==> src/design/tcw_pkg.sv <==
//----------------------------------------------------------------------
// Purpose : Shared constants and types of the tick counter and watchdog
// Assumes : 8-bit registers on a 32-bit classic Wishbone slave
// Notes   : All offsets, fields, reset values and rates are named here
//----------------------------------------------------------------------
package tcw_pkg;

    //------------------------------------------------------------------
    // Register byte addresses
    //------------------------------------------------------------------
    localparam logic [7:0] TCW_ADR_VALUE  = 8'h00; // Counter value
    localparam logic [7:0] TCW_ADR_CTRL   = 8'h04; // Counter control
    localparam logic [7:0] TCW_ADR_WDOG   = 8'h08; // Watchdog control
    localparam logic [7:0] TCW_ADR_STATUS = 8'h0C; // Sticky events, W1C
    localparam logic [7:0] TCW_ADR_MASK   = 8'h10; // Interrupt mask

    //------------------------------------------------------------------
    // Field positions
    //------------------------------------------------------------------
    localparam int TCW_CTL_SRC_BIT  = 5; // Source: 0 internal, 1 pin
    localparam int TCW_CTL_EDGE_BIT = 4; // Edge: 0 rising, 1 falling
    localparam int TCW_CTL_PRESCALER_ASSIGN_ENABLE_BIT = 3; // Prescaler assigned
    localparam int TCW_RATE_MSB     = 2; // Rate field top bit
    localparam int TCW_WD_EN_BIT    = 3; // Watchdog enable
    localparam int TCW_ST_OVF_BIT   = 0; // Counter overflow event
    localparam int TCW_ST_WDT_BIT   = 1; // Watchdog time-out event

    //------------------------------------------------------------------
    // Widths and reset values
    //------------------------------------------------------------------
    localparam int         TCW_CTRL_W     = 6;
    localparam int         TCW_EVT_W      = 2;
    localparam logic [5:0] TCW_CTRL_RESET = 6'h3F; // All ones after reset
    localparam logic [3:0] TCW_WDOG_RESET = 4'h0;
    localparam logic [7:0] TCW_CNT_MAX    = 8'hFF;
    localparam logic [7:0] TCW_CNT_ZERO   = 8'h00;

    //------------------------------------------------------------------
    // Timing
    //------------------------------------------------------------------
    localparam int TCW_CLK_HZ     = 100_000_000; // System clock
    localparam int TCW_INSTR_CLKS = 2;           // Clocks per instruction
    localparam int TCW_SUB_OSC_HZ = 32_768;      // Sub-oscillator rate
    // Clocks per half sub-oscillator tick (Fs/2)
    localparam int TCW_HALF_SUB_CLKS = TCW_CLK_HZ / (TCW_SUB_OSC_HZ / 2);

    //------------------------------------------------------------------
    // Core operating modes
    //------------------------------------------------------------------
    typedef enum logic [1:0] {
        TCW_NORMAL,
        TCW_GREEN,
        TCW_IDLE,
        TCW_SLEEP
    } tcw_mode_e;

    // Mask of prescaler bits that must be all ones for one output tick
    function automatic logic [7:0] tcw_ratio_mask(input logic [2:0] code,
                                                  input logic       dbl);
        logic [8:0] m;
        m = dbl ? (9'h002 << code) : (9'h001 << code);
        return 8'((m - 9'h001));
    endfunction

endpackage

==> src/design/tcw_divider.sv <==
//----------------------------------------------------------------------
// Purpose : Enable pulse generator dividing the system clock
// Assumes : One clock domain, synchronous reset
// Notes   : Pulse is one cycle wide, every DIV cycles
//----------------------------------------------------------------------
`timescale 1ns/100ps
module tcw_divider #(
    parameter int DIV = 2 // Clocks between pulses
) (
    // Clock and reset
    input  wire logic clk_i,
    input  wire logic rst_i,
    // Enable pulse
    output logic      tick_o
);
    import tcw_pkg::*;

    // Register state
    typedef struct packed {
        logic [15:0] cnt; // Cycle count within a period
    } tcw_div_s;

    localparam logic [15:0] LAST = 16'(DIV - 1);

    tcw_div_s s_q;
    tcw_div_s s_d;

    // Next state: wrap at the last cycle
    always_comb begin
        s_d = s_q;
        if (s_q.cnt == LAST) begin
            s_d.cnt = 16'h0000;
        end else begin
            s_d.cnt = s_q.cnt + 16'h0001;
        end
    end

    // State register
    always_ff @(posedge clk_i) begin
        if (rst_i) begin
            s_q <= '0;
        end else begin
            s_q <= s_d;
        end
    end

    assign tick_o = (s_q.cnt == LAST);

endmodule

==> src/design/tcw_prescaler.sv <==
//----------------------------------------------------------------------
// Purpose : 8-bit prescaler counter with power-of-two ratio select
// Assumes : inc_i is a one-cycle event from the chosen source
// Notes   : tick_o is combinational from count and inc_i
//----------------------------------------------------------------------
`timescale 1ns/100ps
module tcw_prescaler (
    // Clock and reset
    input  wire logic       clk_i,
    input  wire logic       rst_i,
    // Control
    input  wire logic       clear_i,  // Zero the count
    input  wire logic       inc_i,    // Source event
    input  wire logic [2:0] code_i,   // Rate code
    input  wire logic       dbl_i,    // Ratios start at 1:2
    input  wire logic       bypass_i, // Ratio 1:1
    // Results
    output logic            tick_o,   // Divided event
    output logic [7:0]      count_o   // Current count
);
    import tcw_pkg::*;

    // Register state
    typedef struct packed {
        logic [7:0] cnt; // Prescaler count
    } tcw_pre_s;

    tcw_pre_s   s_q;
    tcw_pre_s   s_d;
    logic [7:0] mask;

    // Next state: clear beats counting
    always_comb begin
        s_d = s_q;
        if (clear_i) begin
            s_d.cnt = TCW_CNT_ZERO;
        end else if (inc_i) begin
            s_d.cnt = s_q.cnt + 8'h01;
        end
    end

    // State register
    always_ff @(posedge clk_i) begin
        if (rst_i) begin
            s_q <= '0;
        end else begin
            s_q <= s_d;
        end
    end

    // Output tick once every selected number of events
    assign mask    = tcw_ratio_mask(code_i, dbl_i);
    assign tick_o  = inc_i & (bypass_i | ((s_q.cnt & mask) == mask));
    assign count_o = s_q.cnt;

endmodule

==> src/design/tcw_top.sv <==
//----------------------------------------------------------------------
// Purpose : Tick counter and watchdog timer with prescalers
// Assumes : Pin and core strobes synchronous to clk_i
// Notes   : Registers over classic Wishbone, one level interrupt
//----------------------------------------------------------------------
// How it works
// RULE1 - Separate 8-bit prescalers for counter and watchdog
// RULE2 - Each prescaler ratio from its 3-bit rate field
// RULE3 - Writing counter value also zeroes its prescaler
// RULE4 - Watchdog-clear or sleep zeroes watchdog prescaler
// RULE5 - Counter is 8-bit up-counter, readable and writable
// RULE6 - Counter source internal or pin, edge selectable
// RULE7 - Internal, no prescaler: one count per instruction
// RULE8 - Pin source: one count per selected edge
// RULE9 - Watchdog runs free from sub-oscillator, even sleeping
// RULE10 - Enabled watchdog time-out resets device when awake
// RULE11 - Watchdog enable changeable in normal and green
// RULE12 - Time-out equals ratio times 256 half-sub ticks
// RULE13 - Counter ratio 1:1 unassigned, else 1:2 to 1:256
// RULE14 - Watchdog ratios 1:1 to 1:128 from sub-oscillator
// RULE15 - Edge bit: zero rising, one falling
// RULE16 - Pin period must exceed instruction period
// RULE17 - Counter wraps FF to 00 and flags overflow
// RULE18 - Clear and sleep restart the whole watchdog count
//----------------------------------------------------------------------
`timescale 1ns/100ps
module tcw_top #(
    parameter int INSTR_CLKS    = tcw_pkg::TCW_INSTR_CLKS,
    parameter int HALF_SUB_CLKS = tcw_pkg::TCW_HALF_SUB_CLKS
) (
    // Clock and reset
    input  wire logic              clk_i,
    input  wire logic              rst_i,
    // Wishbone slave
    input  wire logic              wb_cyc_i,
    input  wire logic              wb_stb_i,
    input  wire logic              wb_we_i,
    input  wire logic [7:0]        wb_adr_i,
    input  wire logic [3:0]        wb_sel_i,
    input  wire logic [31:0]       wb_dat_i,
    output logic      [31:0]       wb_dat_o,
    output logic                   wb_ack_o,
    // Core and pin
    input  wire logic              counter_pin_i,
    input  wire tcw_pkg::tcw_mode_e cpu_mode_i,
    input  wire logic              wdt_clear_i,
    input  wire logic              sleep_exec_i,
    // Results
    output logic                   irq_o,
    output logic                   wdt_reset_o
);
    import tcw_pkg::*;

    //------------------------------------------------------------------
    // State
    //------------------------------------------------------------------
    typedef struct packed {
        logic [7:0]           value;    // Counter value
        logic [TCW_CTRL_W-1:0] ctrl;    // Counter control
        logic [3:0]           wdog;     // Watchdog enable and rate
        logic [7:0]           wdt_cnt;  // Watchdog count
        logic [TCW_EVT_W-1:0] status;   // Sticky events
        logic [TCW_EVT_W-1:0] mask;     // Interrupt mask
        logic                 pin_prev; // Pin one cycle ago
        logic                 wdt_rst;  // Reset request
        logic                 irq;      // Interrupt level
        logic                 ack;      // Bus answer
        logic [7:0]           rdata;    // Read data
    } tcw_top_s;

    // Current and next state
    tcw_top_s   s_q;
    tcw_top_s   s_d;

    // Timebase and prescaler wires
    logic       instr_tick;   // One per instruction cycle
    logic       half_tick;    // One per two sub-oscillator periods
    logic       bus_req;      // New bus access this cycle
    logic       wr_lane;      // Write with low byte enabled
    logic       wr_value;     // Write to counter value
    logic       rise;         // Pin rising edge
    logic       fall;         // Pin falling edge
    logic       cnt_event;    // Counter source event
    logic       cnt_tick;     // Counter increment
    logic       wdt_tick;     // Watchdog increment
    logic       wdt_restart;  // Clear or sleep executed
    logic       overflow;     // Counter wraps
    logic       timeout;      // Watchdog wraps
    logic       awake_ctl;    // Enable may change
    logic [7:0] cnt_pre;      // Counter prescaler count
    logic [7:0] wdt_pre;      // Watchdog prescaler count

    //------------------------------------------------------------------
    // Timebases
    //------------------------------------------------------------------
    // Instruction cycle enable
    tcw_divider #(.DIV(INSTR_CLKS)) u_instr (
        .clk_i  (clk_i),
        .rst_i  (rst_i),
        .tick_o (instr_tick)
    );

    // Half sub-oscillator enable, runs in every mode  // see RULE9
    tcw_divider #(.DIV(HALF_SUB_CLKS)) u_sub (
        .clk_i  (clk_i),
        .rst_i  (rst_i),
        .tick_o (half_tick)
    );

    //------------------------------------------------------------------
    // Event decode
    //------------------------------------------------------------------
    assign bus_req  = wb_cyc_i & wb_stb_i & ~s_q.ack;
    assign wr_lane  = bus_req & wb_we_i & wb_sel_i[0];
    assign wr_value = wr_lane & (wb_adr_i == TCW_ADR_VALUE);
    // Pin edges against last sample
    assign rise     = counter_pin_i & ~s_q.pin_prev;
    assign fall     = ~counter_pin_i & s_q.pin_prev;

    // Source choice; instruction clock stops in sleep  // see RULE6
    assign cnt_event = s_q.ctrl[TCW_CTL_SRC_BIT]
                     ? (s_q.ctrl[TCW_CTL_EDGE_BIT] ? fall : rise) // see RULE15
                     : (instr_tick & (cpu_mode_i != TCW_SLEEP));

    // Either instruction restarts the watchdog
    assign wdt_restart = wdt_clear_i | sleep_exec_i;
    assign awake_ctl   = (cpu_mode_i == TCW_NORMAL) |
                         (cpu_mode_i == TCW_GREEN);

    //------------------------------------------------------------------
    // Prescalers
    //------------------------------------------------------------------
    // Counter prescaler, bypassed when unassigned  // see RULE1, RULE13
    tcw_prescaler u_cnt_pre (
        .clk_i    (clk_i),
        .rst_i    (rst_i),
        .clear_i  (wr_value),                      // see RULE3
        .inc_i    (cnt_event),
        .code_i   (s_q.ctrl[TCW_RATE_MSB:0]),      // see RULE2
        .dbl_i    (1'b1),
        .bypass_i (~s_q.ctrl[TCW_CTL_PRESCALER_ASSIGN_ENABLE_BIT]),   // see RULE7
        .tick_o   (cnt_tick),
        .count_o  (cnt_pre)
    );

    // Watchdog prescaler on half sub ticks  // see RULE1, RULE14
    tcw_prescaler u_wdt_pre (
        .clk_i    (clk_i),
        .rst_i    (rst_i),
        .clear_i  (wdt_restart),                   // see RULE4
        .inc_i    (half_tick),
        .code_i   (s_q.wdog[TCW_RATE_MSB:0]),      // see RULE2
        .dbl_i    (1'b0),
        .bypass_i (1'b0),
        .tick_o   (wdt_tick),
        .count_o  (wdt_pre)
    );

    // Wraps; a value write or restart cancels the step
    assign overflow = cnt_tick & ~wr_value &
                      (s_q.value == TCW_CNT_MAX);              // see RULE17
    assign timeout  = wdt_tick & ~wdt_restart &
                      (s_q.wdt_cnt == TCW_CNT_MAX);            // see RULE12

    //------------------------------------------------------------------
    // Next state
    //------------------------------------------------------------------
    always_comb begin
        s_d          = s_q;
        // Edge memory and bus answer
        s_d.pin_prev = counter_pin_i;
        s_d.ack      = bus_req;

        // Counter value: a write beats a count  // see RULE5
        if (wr_value) begin
            s_d.value = wb_dat_i[7:0];
        end else if (cnt_tick) begin
            s_d.value = s_q.value + 8'h01;        // see RULE7, RULE8
        end

        // Watchdog count restarts with its prescaler  // see RULE18
        if (wdt_restart) begin
            s_d.wdt_cnt = TCW_CNT_ZERO;
        end else if (wdt_tick) begin
            s_d.wdt_cnt = s_q.wdt_cnt + 8'h01;    // see RULE9
        end

        // Register writes
        if (wr_lane) begin
            case (wb_adr_i)
                TCW_ADR_CTRL: begin
                    s_d.ctrl = wb_dat_i[TCW_CTRL_W-1:0];
                end
                TCW_ADR_WDOG: begin
                    s_d.wdog[TCW_RATE_MSB:0] = wb_dat_i[TCW_RATE_MSB:0];
                    // Enable only while the core runs  // see RULE11
                    if (awake_ctl) begin
                        s_d.wdog[TCW_WD_EN_BIT] = wb_dat_i[TCW_WD_EN_BIT];
                    end
                end
                TCW_ADR_STATUS: begin
                    s_d.status = s_q.status & ~wb_dat_i[TCW_EVT_W-1:0];
                end
                TCW_ADR_MASK: begin
                    s_d.mask = wb_dat_i[TCW_EVT_W-1:0];
                end
                default: begin
                    s_d.rdata = s_q.rdata; // Value and unmapped
                end
            endcase
        end

        // Events set after the clear so set wins
        if (overflow) begin
            s_d.status[TCW_ST_OVF_BIT] = 1'b1;
        end
        if (timeout & s_q.wdog[TCW_WD_EN_BIT]) begin
            s_d.status[TCW_ST_WDT_BIT] = 1'b1;
        end

        // Device reset unless sleeping  // see RULE10
        s_d.wdt_rst = timeout & s_q.wdog[TCW_WD_EN_BIT] &
                      (cpu_mode_i != TCW_SLEEP);

        // Interrupt from updated flags
        s_d.irq = |(s_d.status & s_d.mask);

        // Read data, unmapped reads as zero
        case (wb_adr_i)
            TCW_ADR_VALUE:  s_d.rdata = s_q.value;
            TCW_ADR_CTRL:   s_d.rdata = 8'(s_q.ctrl);
            TCW_ADR_WDOG:   s_d.rdata = 8'(s_q.wdog);
            TCW_ADR_STATUS: s_d.rdata = 8'(s_q.status);
            TCW_ADR_MASK:   s_d.rdata = 8'(s_q.mask);
            default:        s_d.rdata = 8'h00;
        endcase
    end

    //------------------------------------------------------------------
    // State register
    //------------------------------------------------------------------
    always_ff @(posedge clk_i) begin
        if (rst_i) begin
            s_q      <= '0;
            s_q.ctrl <= TCW_CTRL_RESET;
            s_q.wdog <= TCW_WDOG_RESET;
        end else begin
            s_q <= s_d;
        end
    end

    // Outputs straight from registers
    assign wb_dat_o    = {24'h000000, s_q.rdata};
    assign wb_ack_o    = s_q.ack;
    assign irq_o       = s_q.irq;
    assign wdt_reset_o = s_q.wdt_rst;
endmodule

==> config.mk <==
export PLATFORM = sky130hd
export DESIGN_NAME = tcw_top
export DESIGN_NICKNAME = d
export VERILOG_FILES = /design/src/design/tcw_pkg.sv /design/src/design/tcw_divider.sv /design/src/design/tcw_prescaler.sv /design/src/design/tcw_top.sv
export SDC_FILE = /design/constraint.sdc
export NUM_CORES = 1
export LEC_CHECK = 0
export ABC_AREA = 1
export BUFFER_PORTS_ARGS = -buffer_cell sky130_fd_sc_hd__buf_2
export CAP_MARGIN = 10
export CORE_UTILIZATION = 25
export DETAILED_ROUTE_END_ITERATION = 8
export GPL_ROUTABILITY_DRIVEN = 0
export PLACE_DENSITY = 0.48
export SLEW_MARGIN = 5
export SYNTH_ARGS = -nofsm -noshare
export SYNTH_HDL_FRONTEND = slang
export SYNTH_SLANG_ARGS = --single-unit
==> constraint.sdc <==
create_clock -name clk_i -period 2.22 [get_ports clk_i]
set_input_delay 0.333 -clock clk_i [delete_from_list [all_inputs] [get_ports clk_i]]
set_output_delay 0.333 -clock clk_i [all_outputs]
set_load 0.03 [all_outputs]
==> results.sh, run 1 <==
export IMPL_drv_slew=0
export IMPL_synth_top_family_by_area="simple AND/OR/NAND/NOR gates"
export IMPL_ys_flop_type="dfxtp_1"
export IMPL_synth_compound_area_share_pct=11.6
export IMPL_syn_inst=707
export IMPL_path_cells="inv_2 -> nand3_1 -> ha_1 -> inv_1 -> nand3_1 -> nand2_1 -> nand2_1 -> inv_1 -> nor2_1 -> nand2_1 -> nand2_1 -> nand2_2 -> nand2_4 -> nand2_1 -> a21oi_1"
export IMPL_syn_cell_area_mm2=0.00497
export IMPL_cp_required_ns=2.49
export IMPL_holdPathEnd="wb_ack_o$_SDFF_PP0_"
export IMPL_powerDensity_mw_per_mm2=584
export IMPL_vias=4268
export IMPL_ys_seq_area_share_pct=35.8
export IMPL_fin_setup_tns_ns=0
export IMPL_synth_area_mux_share_pct=0
export IMPL_ys_types=49
export IMPL_worst_r2r_path_depth=15
export IMPL_start_util_pct=25.6
export IMPL_ys_warn_count=0
export IMPL_worst_path_most_repeated_cell="nand2_1"
export IMPL_grt_pass1_wl_um=18700
export IMPL_hold_viol=0
export IMPL_reg2reg_from="s_q[30]$_SDFFE_PP1P_"
export IMPL_die_h_um=143
export IMPL_grt_ovfl_total=0
export IMPL_clock_latency_ns=0.34
export IMPL_ir_worst_vdd_mv=0.315
export IMPL_arrival_ns=2.28
export IMPL_min_path_type="input port to flop"
export IMPL_final_cells=1015
export IMPL_fin_crit_ns=2.01
export IMPL_status="completed"
export IMPL_clock_path_buffers=2
export IMPL_yosys_area_share_simple_pct=32.6
export IMPL_pwr_share_clk_pct=44.2
export IMPL_power_w=0.00329
export IMPL_hp_start="wb_cyc_i"
export IMPL_final_util_pct=29.0
export IMPL_drc_errors=0
export IMPL_numCtsBuffers=9
export IMPL_p_comb_share_pct=6.4
export IMPL_drive_gt1_share_pct=14.0
export IMPL_seq_power_share_pct=49.4
export IMPL_power_switching_w=0.000829
export IMPL_synth_top_cells_by_area="dfxtp_1, nand2_1, inv_1"
export IMPL_synthToLayoutAreaGrowth_pct=13.3
export IMPL_p_int_w=0.00246
export IMPL_dp_hpwl_um=8560
export IMPL_ys_ff_latch=89
export IMPL_cts_tree="built"
export IMPL_holdPathStages=3
export IMPL_fin_area_mm2=0.00564
export IMPL_synth_top_area_share_pct=35.8
export IMPL_cp_start_kind="flop"
export IMPL_clkTransAtPathRegs_ns=0.07
export IMPL_worst_clock_skew_ns=0.0110
export IMPL_pin_count=89
export IMPL_synth_xor_area_share_pct=3.17
export IMPL_port_buffers=37
export IMPL_reg2reg_to="s_q[38]$_SDFFE_PP0P_"
export IMPL_ant_nets=0
export IMPL_grt_setup_unrepaired="false"
export IMPL_die_area_mm2=0.0205
export IMPL_drtIter0Drc=241
export IMPL_grt_pass1_vias=3720
export IMPL_synth_edff_count=0
export IMPL_leakage_nw=2.31
export IMPL_grt_use_total_pct=11.6
export IMPL_synthAdderAreaFrac_pct=2.52
export IMPL_critical_path_class="flop to flop"
export IMPL_cp_slowest_cell="dfxtp_1"
export IMPL_r2r_slack_ns=0.21
export IMPL_cts_sinks=89
export IMPL_core_area_mm2=0.0195
export IMPL_wire_per_inst_um=11.1
export IMPL_syn_area_per_cell_um2=7.04
export IMPL_totalWireLength_um=11300
export IMPL_finalSetupViolCount=0
export IMPL_switching_share_pct=25.2
export IMPL_htreeDepth=3
export IMPL_fmax_mhz=497
export IMPL_end_kind="flop"
export IMPL_via_per_inst=4.20
export IMPL_place_inst=998
export IMPL_critPathMaxFanout=8
export IMPL_antenna_found_initial=0
export IMPL_maxCapViolations=0
export IMPL_crit_path_max_incr_delay_ns=0.44
export IMPL_async_reset_ff_share_pct=0
export IMPL_synth_top_area_cell="dfxtp_1"
export IMPL_num_rows=51
export IMPL_layout_worst_path_cycle_share_pct=90.6
export IMPL_nets=808
export IMPL_post_dp_cell_area_mm2=0.00535
export IMPL_drtPass1Iterations=5
export IMPL_die_w_um=143
export IMPL_cts_root_buf="clkbuf_16"
export IMPL_grt_start_max_net_pins=16
==> how the worst max path moves through the flow <==
stage	from	to	cells past startpoint
2_1_floorplan	s_q[26]$_SDFFE_PP0P_	s_q[17]$_SDFFE_PP0N_	13
6_report	s_q[30]$_SDFFE_PP1P_	s_q[38]$_SDFFE_PP0P_	15
4_1_cts	s_q[26]$_SDFFE_PP0P_	s_q[23]$_SDFFE_PP0N_	12
3_5_place_dp	s_q[26]$_SDFFE_PP0P_	s_q[17]$_SDFFE_PP0N_	12
5_1_grt	s_q[30]$_SDFFE_PP1P_	s_q[40]$_SDFFE_PP0P_	15
3_3_place_gp	s_q[30]$_SDFFE_PP1P_	s_q[38]$_SDFFE_PP0P_	15
==> through the flow <==
stage          setup WS (ns)  hold WS (ns)
6_report               0.209         0.224
3_5_place_dp           0.197         0.455
5_1_grt               0.0228         0.212
2_1_floorplan          0.458         0.433
4_1_cts                0.161         0.207
3_3_place_gp           0.201         0.448
==> kinds of logic (layout without fill, tap and decap cells) <==
group                    after synthesis  count (layout)
AO/OA/AOI/OAI                        102             102
AND/OR/NAND/NOR                      338             338
other                                  1              25
adder cells (fa/ha/maj)               10              10
XOR/XNOR                              18              18
buffers and inverters                149             168
flip-flops                            89              89
==> placed cells by master (no fill, tap or decap), types with 2 or more instances in the layout <==
cell / instances
a21oi_1: 50
nand3b_1: 2
clkbuf_16: 9
nand4_1: 20
nand2_1: 135
ha_1: 10
clkinv_4: 3
o22ai_1: 6
nand3_2: 3
inv_1: 97
nor3b_1: 5
inv_2: 3
nor4_1: 3
xnor2_1: 3
nor3_1: 20
or2_2: 2
o21ai_0: 24
clkinv_2: 3
nand2_4: 2
nand2_2: 6
buf_2: 37
o211ai_1: 9
and3_1: 2
o21bai_1: 2
buf_4: 11
nor2_4: 4
o31ai_1: 2
nor2_1: 62
nor3_2: 3
conb_1: 24
dfxtp_1: 88
nand3_1: 55
nor2_2: 10
xor2_1: 15
clkinv_1: 2
==> sequential cells by signal, indices dropped and copies added (netlist names) <==
signal	flops
irq_o	1
wb_dat_o	8
wdt_reset_o	1
s_q	31
u_instr.s_q	16
wb_ack_o	1
u_sub.s_q	16
u_cnt_pre.count_o	8
u_wdt_pre.count_o	7
==> power groups by stage <==
stage	Clock, W	Sequential (W)	Combinational (W)
2_1_floorplan	0	0.00166	0.000171
3_3_place_gp	0	0.00166	0.000215
3_5_place_dp	0	0.00166	0.000214
4_1_cts	0.00152	0.00163	0.000215
5_1_grt	0.00159	0.00163	0.000237
6_report	0.00145	0.00163	0.000212
==> critical path, delay by kind of cell, from the launching register on <==
family	cells	cell delay [ns]
simple gates	10	0.92
flops	1	0.44
buf+inv	3	0.24
fa+ha+maj	1	0.23
compound gates	1	0.12
==> synthesized netlist by cell type, types with 3 or more instances <==
cell type	n
nand2_1	135
inv_1	97
dfxtp_1	89
nor2_1	62
nand3_1	55
a21oi_1	50
buf_4	32
o21ai_0	24
nand4_1	20
nor3_1	20
xor2_1	15
ha_1	10
nor2_2	10
o211ai_1	9
clkbuf_1	6
nand2_2	6
o22ai_1	6
buf_2	5
nor3b_1	5
nor2_4	4
inv_2	3
nand3_2	3
nor3_2	3
nor4_1	3
xnor2_1	3
==> cell type report <==
cell class	count	area (µm²)
diodes	1	2.50
clock buffers	10	239
clock inverters	6	43.8
fillers	2160	13800
inverters	104	394
multi-input cells	492	2570
flip-flops and latches	89	1780
well taps	265	332
repair buffers	48	268
==> per-layer routing <==
| metal | GRT usage, % | routed length, µm |
|---|---|---|
| met1 | 16.8 | 5990 |
| met2 | 16.9 | 4860 |
| met3 | 2.68 | 363 |
| met4 | 3.23 | 89 |
| met5 | 0 | 0 |
==> timing repair <==
item,CTS,global route
setup endpoints to repair,0,4
hold buffers,0,0
resized for setup,0,1
setup buffers,0,0
(Power assumes the default switching activity.)
==> run 2: changes to the inputs <==
Settings changed: CELL_PAD_IN_SITES_DETAIL_PLACEMENT from default to 1, CELL_PAD_IN_SITES_GLOBAL_PLACEMENT from default to 1, PLACE_DENSITY 0.48 to 0.6.
==> results.sh, run 2 (synthesized netlist as in run 1, its figures left out) <==
export IMPL_hold_worst_slack_ns=0.167
export IMPL_fin_ws_ns=0.229
export IMPL_hp_start="rst_i"
export IMPL_grt_pass1_wl_um=21100
export IMPL_drive_gt1_share_pct=14.4
export IMPL_nets=810
export IMPL_maxCapViolations=0
export IMPL_place_inst=998
export IMPL_cp_start_kind="flop"
export IMPL_critical_path_class="flop to flop"
export IMPL_end_kind="flop"
export IMPL_num_rows=51
export IMPL_critPathMaxFanout=8
export IMPL_fin_setup_tns_ns=0
export IMPL_grt_use_total_pct=13.1
export IMPL_via_per_inst=4.35
export IMPL_grt_setup_unrepaired="false"
export IMPL_grt_pass1_vias=4341
export IMPL_powerDensity_mw_per_mm2=621
export IMPL_start_util_pct=25.6
export IMPL_final_common_cell="nand2_1"
export IMPL_htreeDepth=3
export IMPL_dp_hpwl_um=9770
export IMPL_clock_path_buffers=2
export IMPL_max_flop_register="s_q"
export IMPL_clkTransAtPathRegs_ns=0.07
export IMPL_reg2reg_from="s_q[30]$_SDFFE_PP1P_"
export IMPL_multi_input_area_mm2=0.00258
export IMPL_arrival_ns=2.27
export IMPL_core_area_mm2=0.0195
export IMPL_seqCellArea_mm2=0.00178
export IMPL_grt_start_max_net_pins=17
export IMPL_holdPathStages=2
export IMPL_drtPass1Iterations=4
export IMPL_ir_worst_vdd_mv=0.309
export IMPL_finalSetupViolCount=0
export IMPL_fmax_mhz=502
export IMPL_die_area_mm2=0.0205
export IMPL_port_buffers=37
export IMPL_reg2reg_to="s_q[34]$_SDFFE_PP0P_"
export IMPL_cts_root_buf="clkbuf_16"
export IMPL_fillers=2440
export IMPL_ant_nets=0
export IMPL_die_w_um=143
export IMPL_status="completed"
export IMPL_numCtsBuffers=9
export IMPL_layout_worst_path_cycle_share_pct=89.7
export IMPL_wire_per_inst_um=12.5
export IMPL_r2r_slack_ns=0.23
export IMPL_min_path_type="input port to flop"
export IMPL_worst_r2r_path_depth=13
export IMPL_cts_tree="built"
export IMPL_fin_crit_ns=1.99
export IMPL_final_util_pct=29.3
export IMPL_totalWireLength_um=12700
export IMPL_grt_ovfl_total=0
export IMPL_dp_slack_ns=0.156
export IMPL_final_cells=1016
export IMPL_drv_slew=0
export IMPL_antenna_found_initial=0
export IMPL_worst_clock_skew_ns=0.00704
export IMPL_leakage_nw=2.33
export IMPL_slew_headroom_pct=65.2
export IMPL_reg_largest_list="s_q (31), u_instr.s_q (16), u_sub.s_q (16)"
export IMPL_synthToLayoutAreaGrowth_pct=14.5
export IMPL_layout_common_cells="nand2_1, inv_1, dfxtp_1"
export IMPL_drtIter0Drc=156
export IMPL_cp_required_ns=2.50
export IMPL_die_h_um=143
export IMPL_tightest_slew_ns=0.521
export IMPL_largest_reg_flops=31
export IMPL_vias=4423
export IMPL_clock_latency_ns=0.35
export IMPL_holdPathEnd="wb_ack_o$_SDFF_PP0_"
export IMPL_hold_viol=0
export IMPL_antennaDiodeCount=0
export IMPL_pin_count=89
export IMPL_drc_errors=0
export IMPL_cts_sinks=89
## run 2: cell count changes in the layout (fill, tap and decap cells not counted), moves of 2 or more
cell       previous run  this run
buf_4                11        13
bufinv_16             0         2
clkinv_2              3         1
inv_6                 0         2
## run 2: final cells by class
class	count	share of cell area (%)
clock buffers	9	3.95
clock inverters	7	1.80
inverters	104	6.92
multi-input cells	492	45.2
flip-flops and latches	89	31.3
well taps	265	5.82
repair buffers	50	4.96
## run 2: timing repair
item / in CTS / in global routing
resized for setup: 0 / 2
setup buffers: 0 / 2
setup endpoints to repair: 0 / 10
hold buffers: 0 / 0
## run 2: worst max-delay path by stage
stage | startpoint | endpoint | slack (ns) | cells past startpoint
after floorplan | s_q[26]$_SDFFE_PP0P_ | s_q[17]$_SDFFE_PP0N_ | 0.46 | 13
after global placement | s_q[30]$_SDFFE_PP1P_ | s_q[35]$_SDFFE_PP0P_ | 0.21 | 15
after detailed placement | s_q[30]$_SDFFE_PP1P_ | s_q[34]$_SDFFE_PP0P_ | 0.16 | 15
after CTS | s_q[30]$_SDFFE_PP1P_ | s_q[34]$_SDFFE_PP0P_ | 0.12 | 15
after global routing | s_q[25]$_SDFFE_PP0P_ | s_q[21]$_SDFFE_PP0N_ | 0.02 | 12
final | s_q[30]$_SDFFE_PP1P_ | s_q[34]$_SDFFE_PP0P_ | 0.23 | 13
## run 2: where the power goes
group          switching (W)  leakage (nW)  internal [W]  total (W)
combinational       0.000152          1.46     0.0000558   0.000208
sequential         0.0000144         0.718       0.00161    0.00163
clock               0.000704         0.157      0.000999    0.00170
total               0.000870          2.33       0.00267    0.00354
## run 2: layer usage
layer	up-vias	routed length, µm	share of wire [%]	GRT usage [%]
met1	2046	6420	51	17.2
met2	50	5840	46	21.6
met5	-	0	0	0
met3	8	300	2.4	2.82
met4	0	136	1.1	3.74
li1	2319	-	-	-
## run 2: metrics by stage
| step | cell area, µm² | total power [W] |
|---|---|---|
| floorplan | 5060 | 0.00183 |
| global placement | 5350 | 0.00187 |
| detailed placement | 5350 | 0.00187 |
| CTS | 5680 | 0.00360 |
| global route | 5700 | 0.00369 |
| finish | 5700 | 0.00354 |
## run 2: critical path: stages (launching register included)
cell and delay (ns):
dfxtp_2 0.36, inv_2 0.14, nand3_1 0.11, ha_2 0.32
nor2_1 0.03, nor2_1 0.09, nand3_1 0.09, nor2_1 0.11
nand2_1 0.07, nand2_1 0.11, nand2_2 0.14, nand2_4 0.16
nand2_1 0.06, a21oi_1 0.13
==> run 3: changes to the inputs <==
Clock period 2.22 ns to 2 ns, I/O delays scaled along.
==> results.sh, run 3 (synthesized netlist as in run 1, its figures left out) <==
export IMPL_status="completed"
export IMPL_die_area_mm2=0.0205
export IMPL_layout_worst_path_cycle_share_pct=91.5
export IMPL_antenna_found_initial=0
export IMPL_powerDensity_mw_per_mm2=659
export IMPL_reg2reg_to="s_q[34]$_SDFFE_PP0P_"
export IMPL_largest_reg_flops=31
export IMPL_reg2reg_from="s_q[29]$_SDFFE_PP1P_"
export IMPL_drtIter0Drc=143
export IMPL_cts_root_buf="clkbuf_16"
export IMPL_wire_per_inst_um=12.6
export IMPL_fin_setup_tns_ns=0
export IMPL_min_path_type="input port to flop"
export IMPL_clkTransAtPathRegs_ns=0.07
export IMPL_clock_path_buffers=2
export IMPL_ant_nets=0
export IMPL_worst_r2r_path_depth=13
export IMPL_fin_area_mm2=0.00592
export IMPL_drc_errors=0
export IMPL_totalWireLength_um=12900
export IMPL_r2r_slack_ns=0.17
export IMPL_hold_viol=0
export IMPL_multi_input_area_mm2=0.00267
export IMPL_via_per_inst=4.35
export IMPL_fillers=2451
export IMPL_finalSetupViolCount=0
export IMPL_crit_path_max_incr_delay_ns=0.34
export IMPL_post_dp_cell_area_mm2=0.00541
export IMPL_drtPass1Iterations=4
export IMPL_grt_ovfl_total=0
export IMPL_cp_slowest_cell="dfxtp_2"
export IMPL_max_flop_register="s_q"
export IMPL_grt_use_total_pct=13.4
export IMPL_cp_startpoint="s_q[29]$_SDFFE_PP1P_"
export IMPL_leakage_nw=2.44
export IMPL_htreeDepth=3
export IMPL_critical_path_class="flop to flop"
export IMPL_cp_start_kind="flop"
export IMPL_cp_top_family="simple AND/OR/NAND/NOR gates"
export IMPL_reg_largest_list="s_q (31), u_instr.s_q (16), u_sub.s_q (16)"
export IMPL_final_cells=1030
export IMPL_end_kind="flop"
export IMPL_ir_worst_vdd_mv=0.326
export IMPL_antennaDiodeCount=0
export IMPL_grt_pass1_wl_um=21300
export IMPL_die_h_um=143
export IMPL_place_inst=1004
export IMPL_arrival_ns=2.12
export IMPL_port_buffers=37
export IMPL_vias=4477
export IMPL_path_cells="inv_1 -> nand3_2 -> ha_4 -> nor2_4 -> nor2_2 -> nand3_2 -> nor2_1 -> nand2_1 -> nand2_2 -> nand2_4 -> nand2_8 -> nand2_4 -> a21oi_2"
export IMPL_fin_crit_ns=1.83
export IMPL_fmax_mhz=546
export IMPL_final_common_cell="nand2_1"
export IMPL_nets=824
export IMPL_num_rows=51
export IMPL_drive_gt1_share_pct=18.3
export IMPL_endpoint="s_q[34]$_SDFFE_PP0P_"
export IMPL_drv_slew=0
export IMPL_seqCellArea_mm2=0.00179
export IMPL_cts_sinks=89
export IMPL_path_buf_inv=1
export IMPL_critPathMaxFanout=8
export IMPL_grt_pass1_vias=4405
export IMPL_pin_count=89
export IMPL_numCtsBuffers=9
export IMPL_die_w_um=143
export IMPL_cts_hold_buf=0
export IMPL_maxCapViolations=0
export IMPL_cp_required_ns=2.29
export IMPL_clock_latency_ns=0.35
export IMPL_layout_common_cells="nand2_1, inv_1, dfxtp_1"
export IMPL_synthToLayoutAreaGrowth_pct=18.9
export IMPL_worst_clock_skew_ns=0.00818
export IMPL_grt_start_max_net_pins=21
export IMPL_crit_cells=13
export IMPL_start_util_pct=25.6
export IMPL_core_area_mm2=0.0195
export IMPL_dp_hpwl_um=9780
export IMPL_cts_tree="built"
run 3: metal layers:
layer | part of all wire, % | routed length (µm) | track usage [%] | vias up
met2 | 46 | 5980 | 21.4 | 35
met1 | 50 | 6450 | 17.5 | 2081
met3 | 2.7 | 350 | 3.55 | 13
met4 | 1.1 | 146 | 3.74 | 0
li1 | - | - | - | 2348
met5 | 0 | 0 | 0 | -
run 3: worst min path at each step:
stage,end,slack [ns],start,cells past startpoint
CTS,s_q[11]$_SDFF_PP0_,0.16,counter_pin_i,3
detailed placement,u_cnt_pre.count_o[7]$_SDFFE_PP0P_,0.46,u_cnt_pre.count_o[7]$_SDFFE_PP0P_,2
global placement,u_cnt_pre.count_o[6]$_SDFFE_PP0P_,0.45,u_cnt_pre.count_o[6]$_SDFFE_PP0P_,2
global route,s_q[11]$_SDFF_PP0_,0.19,counter_pin_i,3
finish,s_q[11]$_SDFF_PP0_,0.18,counter_pin_i,3
floorplan,wb_ack_o$_SDFF_PP0_,0.42,wb_cyc_i,2
run 3: layout make-up:
cell class,count,area share [%]
Multi-Input combinational cell,492,45.2
Inverter,104,6.77
Clock inverter,7,1.59
Timing Repair Buffer,64,6.83
Tap cell,265,5.60
Sequential cell,89,30.2
Clock buffer,9,3.81
run 3: worst register-to-register path, stage by stage, from the launching register on:
cell and delay, ns:
dfxtp_2 0.34, inv_1 0.09, nand3_2 0.12, ha_4 0.30, nor2_4 0.03, nor2_2 0.11, nand3_2 0.07, nor2_1 0.09
nand2_1 0.07, nand2_2 0.11, nand2_4 0.11, nand2_8 0.15, nand2_4 0.06, a21oi_2 0.14
run 3: per-stage QoR:
step	power, W	hold WS (ns)	setup WS (ns)	utilization [%]
final	0.00390	0.176	0.169	30.4
after floorplan	0.00203	0.421	0.238	-
after detailed placement	0.00208	0.456	0.0394	27.8
after global placement	0.00208	0.452	0.0725	27.8
after global routing	0.00405	0.190	-0.0144	30.4
after CTS	0.00397	0.159	0.0266	29.4
run 3: where the power goes:
group | internal (W) | switching (W)
combinational | 0.0000645 | 0.000170
clock | 0.00110 | 0.000763
sequential | 0.00179 | 0.0000158
run 3: timing repair:
item | 4_1_cts | 5_1_grt
setup endpoints to repair | 0 | 15
setup buffers | 0 | 10
resized for setup | 0 | 32
